[src/verilog/hot_plug_pkg.sv]
// Constants, register map and carriers of the host-port hot plug block
//////////////////////////////////////////////////////////////////////////////
//////////////////////////////////////////////////////////////////////////////
package hot_plug_pkg;

	// Clock and timing
	localparam int CLK_PERIOD_NS = 40;
	localparam int RETRY_MS = 10;
	localparam int INIT_WAIT_MS = 10;
	localparam int NS_PER_MS = 1000000;
	localparam int RETRY_CYCLES =
		(RETRY_MS * NS_PER_MS + CLK_PERIOD_NS - 1) / CLK_PERIOD_NS;
	localparam int INIT_WAIT_CYCLES =
		(INIT_WAIT_MS * NS_PER_MS + CLK_PERIOD_NS - 1) / CLK_PERIOD_NS;
	localparam int TIMER_W = 24;

	// Register byte offsets
	localparam logic [7:0] OFS_STATUS = 8'h00;
	localparam logic [7:0] OFS_INT_STATUS = 8'h04;
	localparam logic [7:0] OFS_INT_MASK = 8'h08;
	localparam logic [7:0] OFS_DIAGNOSTIC_FIELD = 8'h0C;

	// Event bits of interrupt status and mask
	localparam int EV_NORMAL = 0;
	localparam int EV_LOST = 1;
	localparam int EV_RESTART = 2;
	localparam int EV_PRESENCE = 3;
	localparam int EV_W = 4;

	// Field positions
	localparam int DIAGNOSTIC_FIELD_X_BIT = 0;
	localparam int ST_PORT_EN_BIT = 8;
	localparam int ST_DN_BIT = 16;

	// Host-port machine, one-hot
	typedef enum logic [7:0] {
		NO_COMMUNICATION = 8'h01,
		START_COMMUNICATION = 8'h02,
		WAIT_COMMUNICATION = 8'h04,
		ENABLE_FIRST_PORT = 8'h08,
		FIRST_PORT_INIT = 8'h10,
		FIRST_PORT_INIT_WAIT = 8'h20,
		LEGACY_OK = 8'h40,
		NORMAL_OPERATION = 8'h80
	} host_state_t;

	// Device-port machine, one-hot
	typedef enum logic [1:0] {
		DN_NO_COMMUNICATION = 2'h1,
		DN_COMM_OK = 2'h2
	} dn_state_t;

	// APB request from the master
	typedef struct packed {
		logic psel;
		logic penable;
		logic pwrite;
		logic [7:0] paddr;
		logic [31:0] pwdata;
	} apb_req_t;

endpackage : hot_plug_pkg

[src/verilog/port_multiplier_hot_plug_fsm.sv]
// Host-port hot plug machine, per-port machines and APB registers
//
// The APB slave port and the placing of the registers were chosen for this implementation.
`timescale 1ns/1ps
`default_nettype none
module port_multiplier_hot_plug_fsm
	import hot_plug_pkg::*;
#(
	parameter int NUM_PORTS = 1,
	parameter int RETRY_CNT = RETRY_CYCLES,
	parameter int INIT_WAIT_CNT = INIT_WAIT_CYCLES
) (
	// Clock and reset
	input wire logic mclk,
	input wire logic rst_n,
	// APB slave
	input wire apb_req_t apbReq,
	output logic pready,
	output logic [31:0] prdata,
	output logic pslverr,
	// Upstream link
	input wire logic hostPhyRdy,
	input wire logic hostInPm,
	input wire logic ctrlFisRx,
	output logic comInitTx,
	output logic selfReset,
	// Downstream ports
	input wire logic [NUM_PORTS-1:0] dnPhyRdy,
	input wire logic first_port_init_state,
	input wire logic port0DetBit0,
	output logic port0Enable,
	output logic presenceChanged,
	// Interrupt
	output logic irq
);

	//////////////////////////////////////////////////////////////////////
	// Elaboration checks
	generate
		if (NUM_PORTS < 1 || NUM_PORTS > 15) begin : badPorts
			$error("NUM_PORTS must be 1 to 15");
		end
		if (RETRY_CNT < 1 || RETRY_CNT >= (1 << TIMER_W)) begin : badRetry
			$error("RETRY_CNT out of timer range");
		end
		if (INIT_WAIT_CNT < 1 || INIT_WAIT_CNT >= (1 << TIMER_W))
		begin : badWait
			$error("INIT_WAIT_CNT out of timer range");
		end
	endgenerate

	localparam logic [TIMER_W-1:0] RETRY_LAST =
		TIMER_W'(RETRY_CNT - 1);
	localparam logic [TIMER_W-1:0] WAIT_LAST =
		TIMER_W'(INIT_WAIT_CNT - 1);

	//////////////////////////////////////////////////////////////////////
	// All state of the block
	typedef struct packed {
		host_state_t host;
		dn_state_t [NUM_PORTS-1:0] dn;
		logic [TIMER_W-1:0] timer;
		logic portEn;
		logic comInit;
		logic rstPulse;
		logic diagX;
		logic [EV_W-1:0] intStat;
		logic [EV_W-1:0] intMask;
		logic irqOut;
		logic ready;
		logic [31:0] rdata;
		logic slverr;
		logic phyS1;
		logic phyS2;
		logic ciS1;
		logic ciS2;
		logic [NUM_PORTS-1:0] dnS1;
		logic [NUM_PORTS-1:0] dnS2;
	} state_t;

	state_t state_reg;
	state_t state_next;

	//////////////////////////////////////////////////////////////////////
	// Next-state logic
	always_comb begin
		logic established;
		logic lost;
		logic fis;
		logic ci;
		logic timerDone;
		logic waitDone;
		logic access;
		logic doWrite;
		logic [EV_W-1:0] events;
		logic [31:0] rd;
		logic unmapped;
		logic diagSet;
		established = 1'b0;
		lost = 1'b0;
		fis = 1'b0;
		ci = 1'b0;
		timerDone = 1'b0;
		waitDone = 1'b0;
		access = 1'b0;
		doWrite = 1'b0;
		events = '0;
		rd = '0;
		unmapped = 1'b0;
		diagSet = 1'b0;
		state_next = state_reg;

		// Synchronisers; only the second stage is read below
		state_next.phyS1 = hostPhyRdy;
		state_next.phyS2 = state_reg.phyS1;
		state_next.ciS1 = first_port_init_state;
		state_next.ciS2 = state_reg.ciS1;
		state_next.dnS1 = dnPhyRdy;
		state_next.dnS2 = state_reg.dnS1;

		established = state_reg.phyS2;
		lost = !state_reg.phyS2 && !hostInPm;
		fis = ctrlFisRx;
		ci = state_reg.ciS2;
		timerDone = state_reg.timer >= RETRY_LAST;
		waitDone = state_reg.timer >= WAIT_LAST;

		// One-cycle pulses by default
		state_next.comInit = 1'b0;
		state_next.rstPulse = 1'b0;
		state_next.timer = state_reg.timer + TIMER_W'(1);

		case (state_reg.host)
			NO_COMMUNICATION: begin
				// Back to initial state; ports disabled for spinup
				state_next.rstPulse = 1'b1;
				state_next.portEn = 1'b0;
				state_next.diagX = 1'b0;
				state_next.host = START_COMMUNICATION;
			end
			START_COMMUNICATION: begin
				state_next.comInit = 1'b1;
				state_next.timer = '0;
				state_next.host = WAIT_COMMUNICATION;
			end
			WAIT_COMMUNICATION: begin
				if (established) begin
					state_next.host = ENABLE_FIRST_PORT;
				end else if (timerDone) begin
					state_next.host = NO_COMMUNICATION;
				end
			end
			ENABLE_FIRST_PORT: begin
				state_next.portEn = 1'b1;
				state_next.timer = '0;
				if (established) begin
					state_next.host = FIRST_PORT_INIT;
				end else begin
					state_next.host = NO_COMMUNICATION;
				end
			end
			FIRST_PORT_INIT, FIRST_PORT_INIT_WAIT, LEGACY_OK: begin
				if (lost && !fis) begin
					state_next.host = NO_COMMUNICATION;
				end else if (fis) begin
					state_next.host = NORMAL_OPERATION;
					if (port0DetBit0) begin
						state_next.diagX = 1'b1;
						diagSet = 1'b1;
					end
				end else if (state_reg.host == FIRST_PORT_INIT) begin
					// Timer counts from entry into this state until it first saturates; after that it stays at all ones
					if (established && (ci || waitDone)) begin
						state_next.host = FIRST_PORT_INIT_WAIT;
					end
				end else if (state_reg.host == FIRST_PORT_INIT_WAIT) begin
					if (established && !ci) begin
						state_next.host = LEGACY_OK;
						state_next.diagX = 1'b0;
					end
				end else if (ci) begin
					// Here established or in power management
					state_next.host = START_COMMUNICATION;
					state_next.diagX = 1'b1;
					diagSet = 1'b1;
				end
			end
			NORMAL_OPERATION: begin
				if (lost) begin
					state_next.host = NO_COMMUNICATION;
				end
			end
			default: begin
				state_next.host = NO_COMMUNICATION;
			end
		endcase

		// Timer saturates so long waits never wrap
		if (state_reg.timer == '1) begin
			state_next.timer = state_reg.timer;
		end

		// Per-port machines, one loop over all ports
		for (int i = 0; i < NUM_PORTS; i++) begin
			case (state_reg.dn[i])
				DN_NO_COMMUNICATION: begin
					if (state_reg.dnS2[i]) begin
						state_next.dn[i] = DN_COMM_OK;
					end
				end
				DN_COMM_OK: begin
					if (!state_reg.dnS2[i] && !hostInPm) begin
						state_next.dn[i] = DN_NO_COMMUNICATION;
					end
				end
				default: begin
					state_next.dn[i] = DN_NO_COMMUNICATION;
				end
			endcase
		end

		// Events
		events[EV_NORMAL] = state_next.host == NORMAL_OPERATION &&
			state_reg.host != NORMAL_OPERATION;
		events[EV_LOST] = state_next.host == NO_COMMUNICATION &&
			state_reg.host != NO_COMMUNICATION;
		events[EV_RESTART] = state_reg.host == LEGACY_OK &&
			state_next.host == START_COMMUNICATION;
		events[EV_PRESENCE] = state_next.diagX && !state_reg.diagX;

		// APB: one wait state, then answer from flops
		access = apbReq.psel && apbReq.penable;
		doWrite = access && state_reg.ready && apbReq.pwrite;
		state_next.ready = access && !state_reg.ready;

		if (apbReq.paddr == OFS_STATUS) begin
			rd[7:0] = state_reg.host;
			rd[ST_PORT_EN_BIT] = state_reg.portEn;
			for (int i = 0; i < NUM_PORTS; i++) begin
				rd[ST_DN_BIT + i] = state_reg.dn[i] == DN_COMM_OK;
			end
		end else if (apbReq.paddr == OFS_INT_STATUS) begin
			rd[EV_W-1:0] = state_reg.intStat;
		end else if (apbReq.paddr == OFS_INT_MASK) begin
			rd[EV_W-1:0] = state_reg.intMask;
		end else if (apbReq.paddr == OFS_DIAGNOSTIC_FIELD) begin
			rd[DIAGNOSTIC_FIELD_X_BIT] = state_reg.diagX;
		end else begin
			unmapped = 1'b1;
		end

		// Error only flagged alongside its ready pulse
		state_next.slverr = 1'b0;
		if (state_next.ready) begin
			state_next.rdata = apbReq.pwrite ? 32'h0000_0000 : rd;
			state_next.slverr = unmapped;
		end

		// Write one to clear; a same-cycle set wins
		state_next.intStat = state_reg.intStat;
		if (doWrite && apbReq.paddr == OFS_INT_STATUS) begin
			state_next.intStat = state_reg.intStat &
				~apbReq.pwdata[EV_W-1:0];
		end
		state_next.intStat = state_next.intStat | events;

		if (doWrite && apbReq.paddr == OFS_INT_MASK) begin
			state_next.intMask = apbReq.pwdata[EV_W-1:0];
		end

		// Software clears the presence flag unless set now
		if (doWrite && apbReq.paddr == OFS_DIAGNOSTIC_FIELD &&
			apbReq.pwdata[DIAGNOSTIC_FIELD_X_BIT] && !diagSet) begin
			state_next.diagX = 1'b0;
		end

		state_next.irqOut = |(state_next.intStat & state_next.intMask);
	end

	//////////////////////////////////////////////////////////////////////
	// State register
	always_ff @(posedge mclk) begin
		if (!rst_n) begin
			state_reg <= '0;
			state_reg.host <= NO_COMMUNICATION;
			for (int i = 0; i < NUM_PORTS; i++) begin
				state_reg.dn[i] <= DN_NO_COMMUNICATION;
			end
		end else begin
			state_reg <= state_next;
		end
	end

	//////////////////////////////////////////////////////////////////////
	// Outputs, all straight from the state register
	assign pready = state_reg.ready;
	assign prdata = state_reg.rdata;
	assign pslverr = state_reg.slverr;
	assign comInitTx = state_reg.comInit;
	assign selfReset = state_reg.rstPulse;
	assign port0Enable = state_reg.portEn;
	assign presenceChanged = state_reg.diagX;
	assign irq = state_reg.irqOut;

endmodule : port_multiplier_hot_plug_fsm
`default_nettype wire

[config.mk]
export PLATFORM = sky130hd
export DESIGN_NAME = port_multiplier_hot_plug_fsm
export DESIGN_NICKNAME = d
export VERILOG_FILES = /design/src/verilog/hot_plug_pkg.sv /design/src/verilog/port_multiplier_hot_plug_fsm.sv
export SDC_FILE = /design/constraint.sdc
export NUM_CORES = 1
export LEC_CHECK = 0
export BUFFER_PORTS_ARGS = -buffer_cell sky130_fd_sc_hd__buf_4
export CORE_MARGIN = 5
export CORE_UTILIZATION = 55
export DETAILED_ROUTE_END_ITERATION = 10
export HOLD_SLACK_MARGIN = 0.12
export PLACE_DENSITY_LB_ADDON = 0.3
export SLEW_MARGIN = 20
export SYNTH_ARGS = -nofsm -noshare
export SYNTH_HDL_FRONTEND = slang
export SYNTH_SLANG_ARGS = --single-unit
[constraint.sdc]
create_clock -name mclk -period 4.2 [get_ports mclk]
set_clock_uncertainty 0.2 [all_clocks]
set_input_delay 0.63 -clock mclk [delete_from_list [all_inputs] [get_ports mclk]]
set_output_delay 0.63 -clock mclk [all_outputs]
set_load 0.01 [all_outputs]
==> impl_summary.log <==
INFO  metric ff2ff_setup_slack = 1500 ps
INFO  metric timing.hold.worst_path_depth = 1
INFO  metric clock_tree.buffer_depth = 2
INFO  metric power_report.internal_total = 978 uW
INFO  metric finalCoreUtilization = 62.3%
INFO  metric die_area = 7870 sq um
INFO  metric peak_ir_drop_on_the_vdd_network = 0.204 mV
INFO  metric max_freq = 371 MHz
INFO  metric yosys.area.top_type_share = 38.2%
INFO  metric antennaDiodeCount = 0
INFO  metric cellLeakagePower = 0.00149 uW
INFO  metric antenna_violations_before_repair = 0
INFO  metric sequential_share_of_the_synthesized_area = 38.2%
INFO  metric timing_worst_slew_pin_value = 730 ps
INFO  metric cpMaxStageDelayCell = a21o_1
INFO  metric r2r_end = state_reg[55]
INFO  metric placementRows = 28
INFO  metric hold_path.class = flip-flop to flip-flop
INFO  metric crit_type = flip-flop to flip-flop
INFO  metric cts_max_level = 3
INFO  metric final_worst_setup_slack = 1500 ps
INFO  metric number_of_distinct_library_cell_variants_in_the_gate_level_netlist_after_synthesis = 58
INFO  metric layout.nets = 484
INFO  metric adder_and_majority_gate_portion_of_the_synthesized_area = 0.367%
INFO  metric postCtsHoldBufs = 0
INFO  metric status = finished clean
INFO  metric synth.yosys.warnings = 0
INFO  metric setup.worst_path.end_class = flip-flop
INFO  metric max_stage_delay = 640 ps
INFO  metric tns = 0 ps
INFO  metric mappedNetlistArea = 3410 sq um
INFO  metric slew_headroom = 51.3%
INFO  metric register_bit_count_reported_by_yosys = 65
INFO  metric cts_resized = 0
INFO  metric period_minus_slack = 2700 ps
INFO  metric crit_path_max_fanout = 23
INFO  metric vias_per_cell = 5.77
INFO  metric async_set_reset_flop_share_out_of_synthesis = 0%
INFO  metric grt_max_degree = 29
INFO  metric clk_transition_reported_paths = 70 ps
INFO  metric synth_compound_area_share = 12.7%
INFO  metric switching_share = 25.3%
INFO  metric p_comb_share = 10.7%
INFO  metric tritoncts.num_buffers = 9
INFO  metric route.detailed.drc = 0
INFO  metric seq_power_share = 49.9%
INFO  metric finalCritPeriodShare = 64.2%
INFO  metric cts_tree = built
INFO  metric clkPwrFrac = 39.4%
INFO  metric placement.io_buffers = 39
INFO  metric critical_path.startpoint_type = flip-flop
INFO  metric gp_congestion = 0.954
INFO  metric core_area = 5990 sq um
INFO  metric grt_first_pass_wirelength = 12.5 mm
INFO  metric drt-total-wl = 7.51 mm
INFO  metric timing.critical_path.max_delay_family = simple AND/OR/NAND/NOR gates
INFO  metric numClockSinks = 65
INFO  metric die_w = 88.7 microns
INFO  metric floorplan.io_pins = 90
INFO  metric total_stage_count_of_the_critical_path = 5
INFO  metric rr_worst_depth = 5
INFO  metric global_route.overflow_total = 0
INFO  metric p_per_area = 351 nW/um^2
INFO  metric max-cap-violations = 0
INFO  metric timing.critical_path.to = state_reg[55]
INFO  metric finalHoldViolCount = 0
INFO  metric synth.largest_area_cell = dfxtp_1
INFO  metric worst_setup_path_startpoint = state_reg[83]
INFO  metric netlist_top_cells_area = dfxtp_1, buf_4, nor2_1, xnor2_1, nand2_1
INFO  metric p_switching = 332 uW
INFO  metric synth_enable_flop_cells = 0
INFO  metric start_util = 56.9%
INFO  metric cp_data_arrival_time = 2700 ps
INFO  metric muxShareOfSynthArea = 2.68%
INFO  metric dr_total_vias = 2953
INFO  metric required_worst_endpoint = 4200 ps
INFO  metric synth_flop_cell = dfxtp_1
INFO  metric synth.avg_cell_area = 8.21 sq um
INFO  metric post_route_cells_drive_above_1_share = 15.6%
INFO  metric synth_xor_xnor_area_share = 6.17%
INFO  metric drt_first_iter_violations = 249
INFO  metric hpwl = 5.45 mm
INFO  metric chipHeight = 88.7 microns
INFO  metric first_global_vias = 2747
INFO  metric timing.final.setup_violations = 0
INFO  metric gr-usage-all-layers = 20.2%
INFO  metric rr_startpoint = state_reg[83]
INFO  metric routedWlPerCell = 14.7 microns
INFO  metric synthSimpleGateAreaFrac = 29.2%
INFO  metric grt_setup_unrepaired = no
INFO  metric area.growth.synth_to_final = 9.58%
INFO  metric root_buffer = clkbuf_8
INFO  metric drtPass1Iterations = 5
INFO  metric synth_top_family_by_area = simple AND/OR/NAND/NOR gates
INFO  metric clock_latency = 340 ps
INFO  metric cp_buf_inv_count = 0
INFO  metric slew_violations = 0
INFO  metric timing.critical_path.cells = or3_1 > or3_1 > nor3_1 > a21o_1 > nor3_1
INFO  metric largest_reg_flops = 45
INFO  metric syn_inst = 415
INFO  metric post-cts-setup-buffers = 0
INFO  metric ant_nets = 0
INFO  metric pre_cts_ws = 1350 ps
[synth_stat cells (5+ instances only)]
master	instances
nor2_1	57
xor2_1	8
a22oi_1	8
a21oi_1	11
nor2b_1	8
o21ai_0	10
nand2_1	37
nor3_1	15
nand3_1	16
buf_4	32
nor4_1	9
clkbuf_1	16
inv_1	8
nand4_1	12
xnor2_1	16
or3_1	5
mux2i_1	8
and2_1	7
dfxtp_1	65
and4_1	7
[final cells by class]
class / count / area (sq um)
Tap cell: 75 / 93.8
Fill cell: 526 / 2260
Sequential cell: 65 / 1300
Inverter: 9 / 33.8
Timing Repair Buffer: 39 / 293
Clock buffer: 13 / 149
Multi-Input combinational cell: 308 / 1820
Clock inverter: 3 / 40.0
[cell families after synthesis]
kind of cell | Yosys count
AO/OA/AOI/OAI | 59
XOR/XNOR | 24
adder cells (fa/ha/maj) | 1
buffers and inverters | 63
flip-flops | 65
multiplexers | 9
other | 1
AND/OR/NAND/NOR | 193
[how the worst min path moves through the flow]
stage / slack (ps) / startpoint / endpoint
2_1_floorplan: 210 / state_next[0] / state_reg[0]
3_3_place_gp: 210 / state_next[0] / state_reg[0]
3_5_place_dp: 220 / state_next[4] / state_reg[4]
4_1_cts: 240 / state_next[4] / state_reg[4]
5_1_grt: 260 / state_next[2] / state_reg[2]
6_report: 230 / state_next[2] / state_reg[2]
[stage by stage]
stage	std cells	area (sq um)	power, uW	hold slack (ps)
3_5_place_dp	496	3550	803	223
2_1_floorplan	436	3490	771	212
6_report	512	3730	1310	233
4_1_cts	512	3730	1320	239
5_1_grt	512	3730	1370	259
3_3_place_gp	496	3550	800	215
[power by group through the flow]
stage / combinational, uW / sequential [uW] / clock (uW)
2_1_floorplan: 116 / 655 / 0
3_3_place_gp: 134 / 667 / 0
3_5_place_dp: 137 / 667 / 0
4_1_cts: 137 / 653 / 527
5_1_grt: 155 / 656 / 556
6_report: 140 / 654 / 516
[layer usage]
layer | vias to the layer above | track usage (%) | share of wire (%)
li1 | 1453 | - | -
met1 | 1377 | 28.9 | 48
met2 | 110 | 29.9 | 44
met3 | 13 | 3.45 | 6.1
met4 | 0 | 8.52 | 1.7
met5 | - | 0 | 0
[cells in the final DEF (no fill, tap or decap), types with 9 or more instances in the layout]
cell type,n
nand3_1,16
o21ai_0,10
clkbuf_8,10
nor2_1,57
nor3_1,15
a21oi_1,11
conb_1,22
xnor2_1,16
dfxtp_1,65
nand4_1,12
nand2_1,37
nor4_1,9
buf_4,39
No activity file was read; power rests on OpenSTA's default activity.
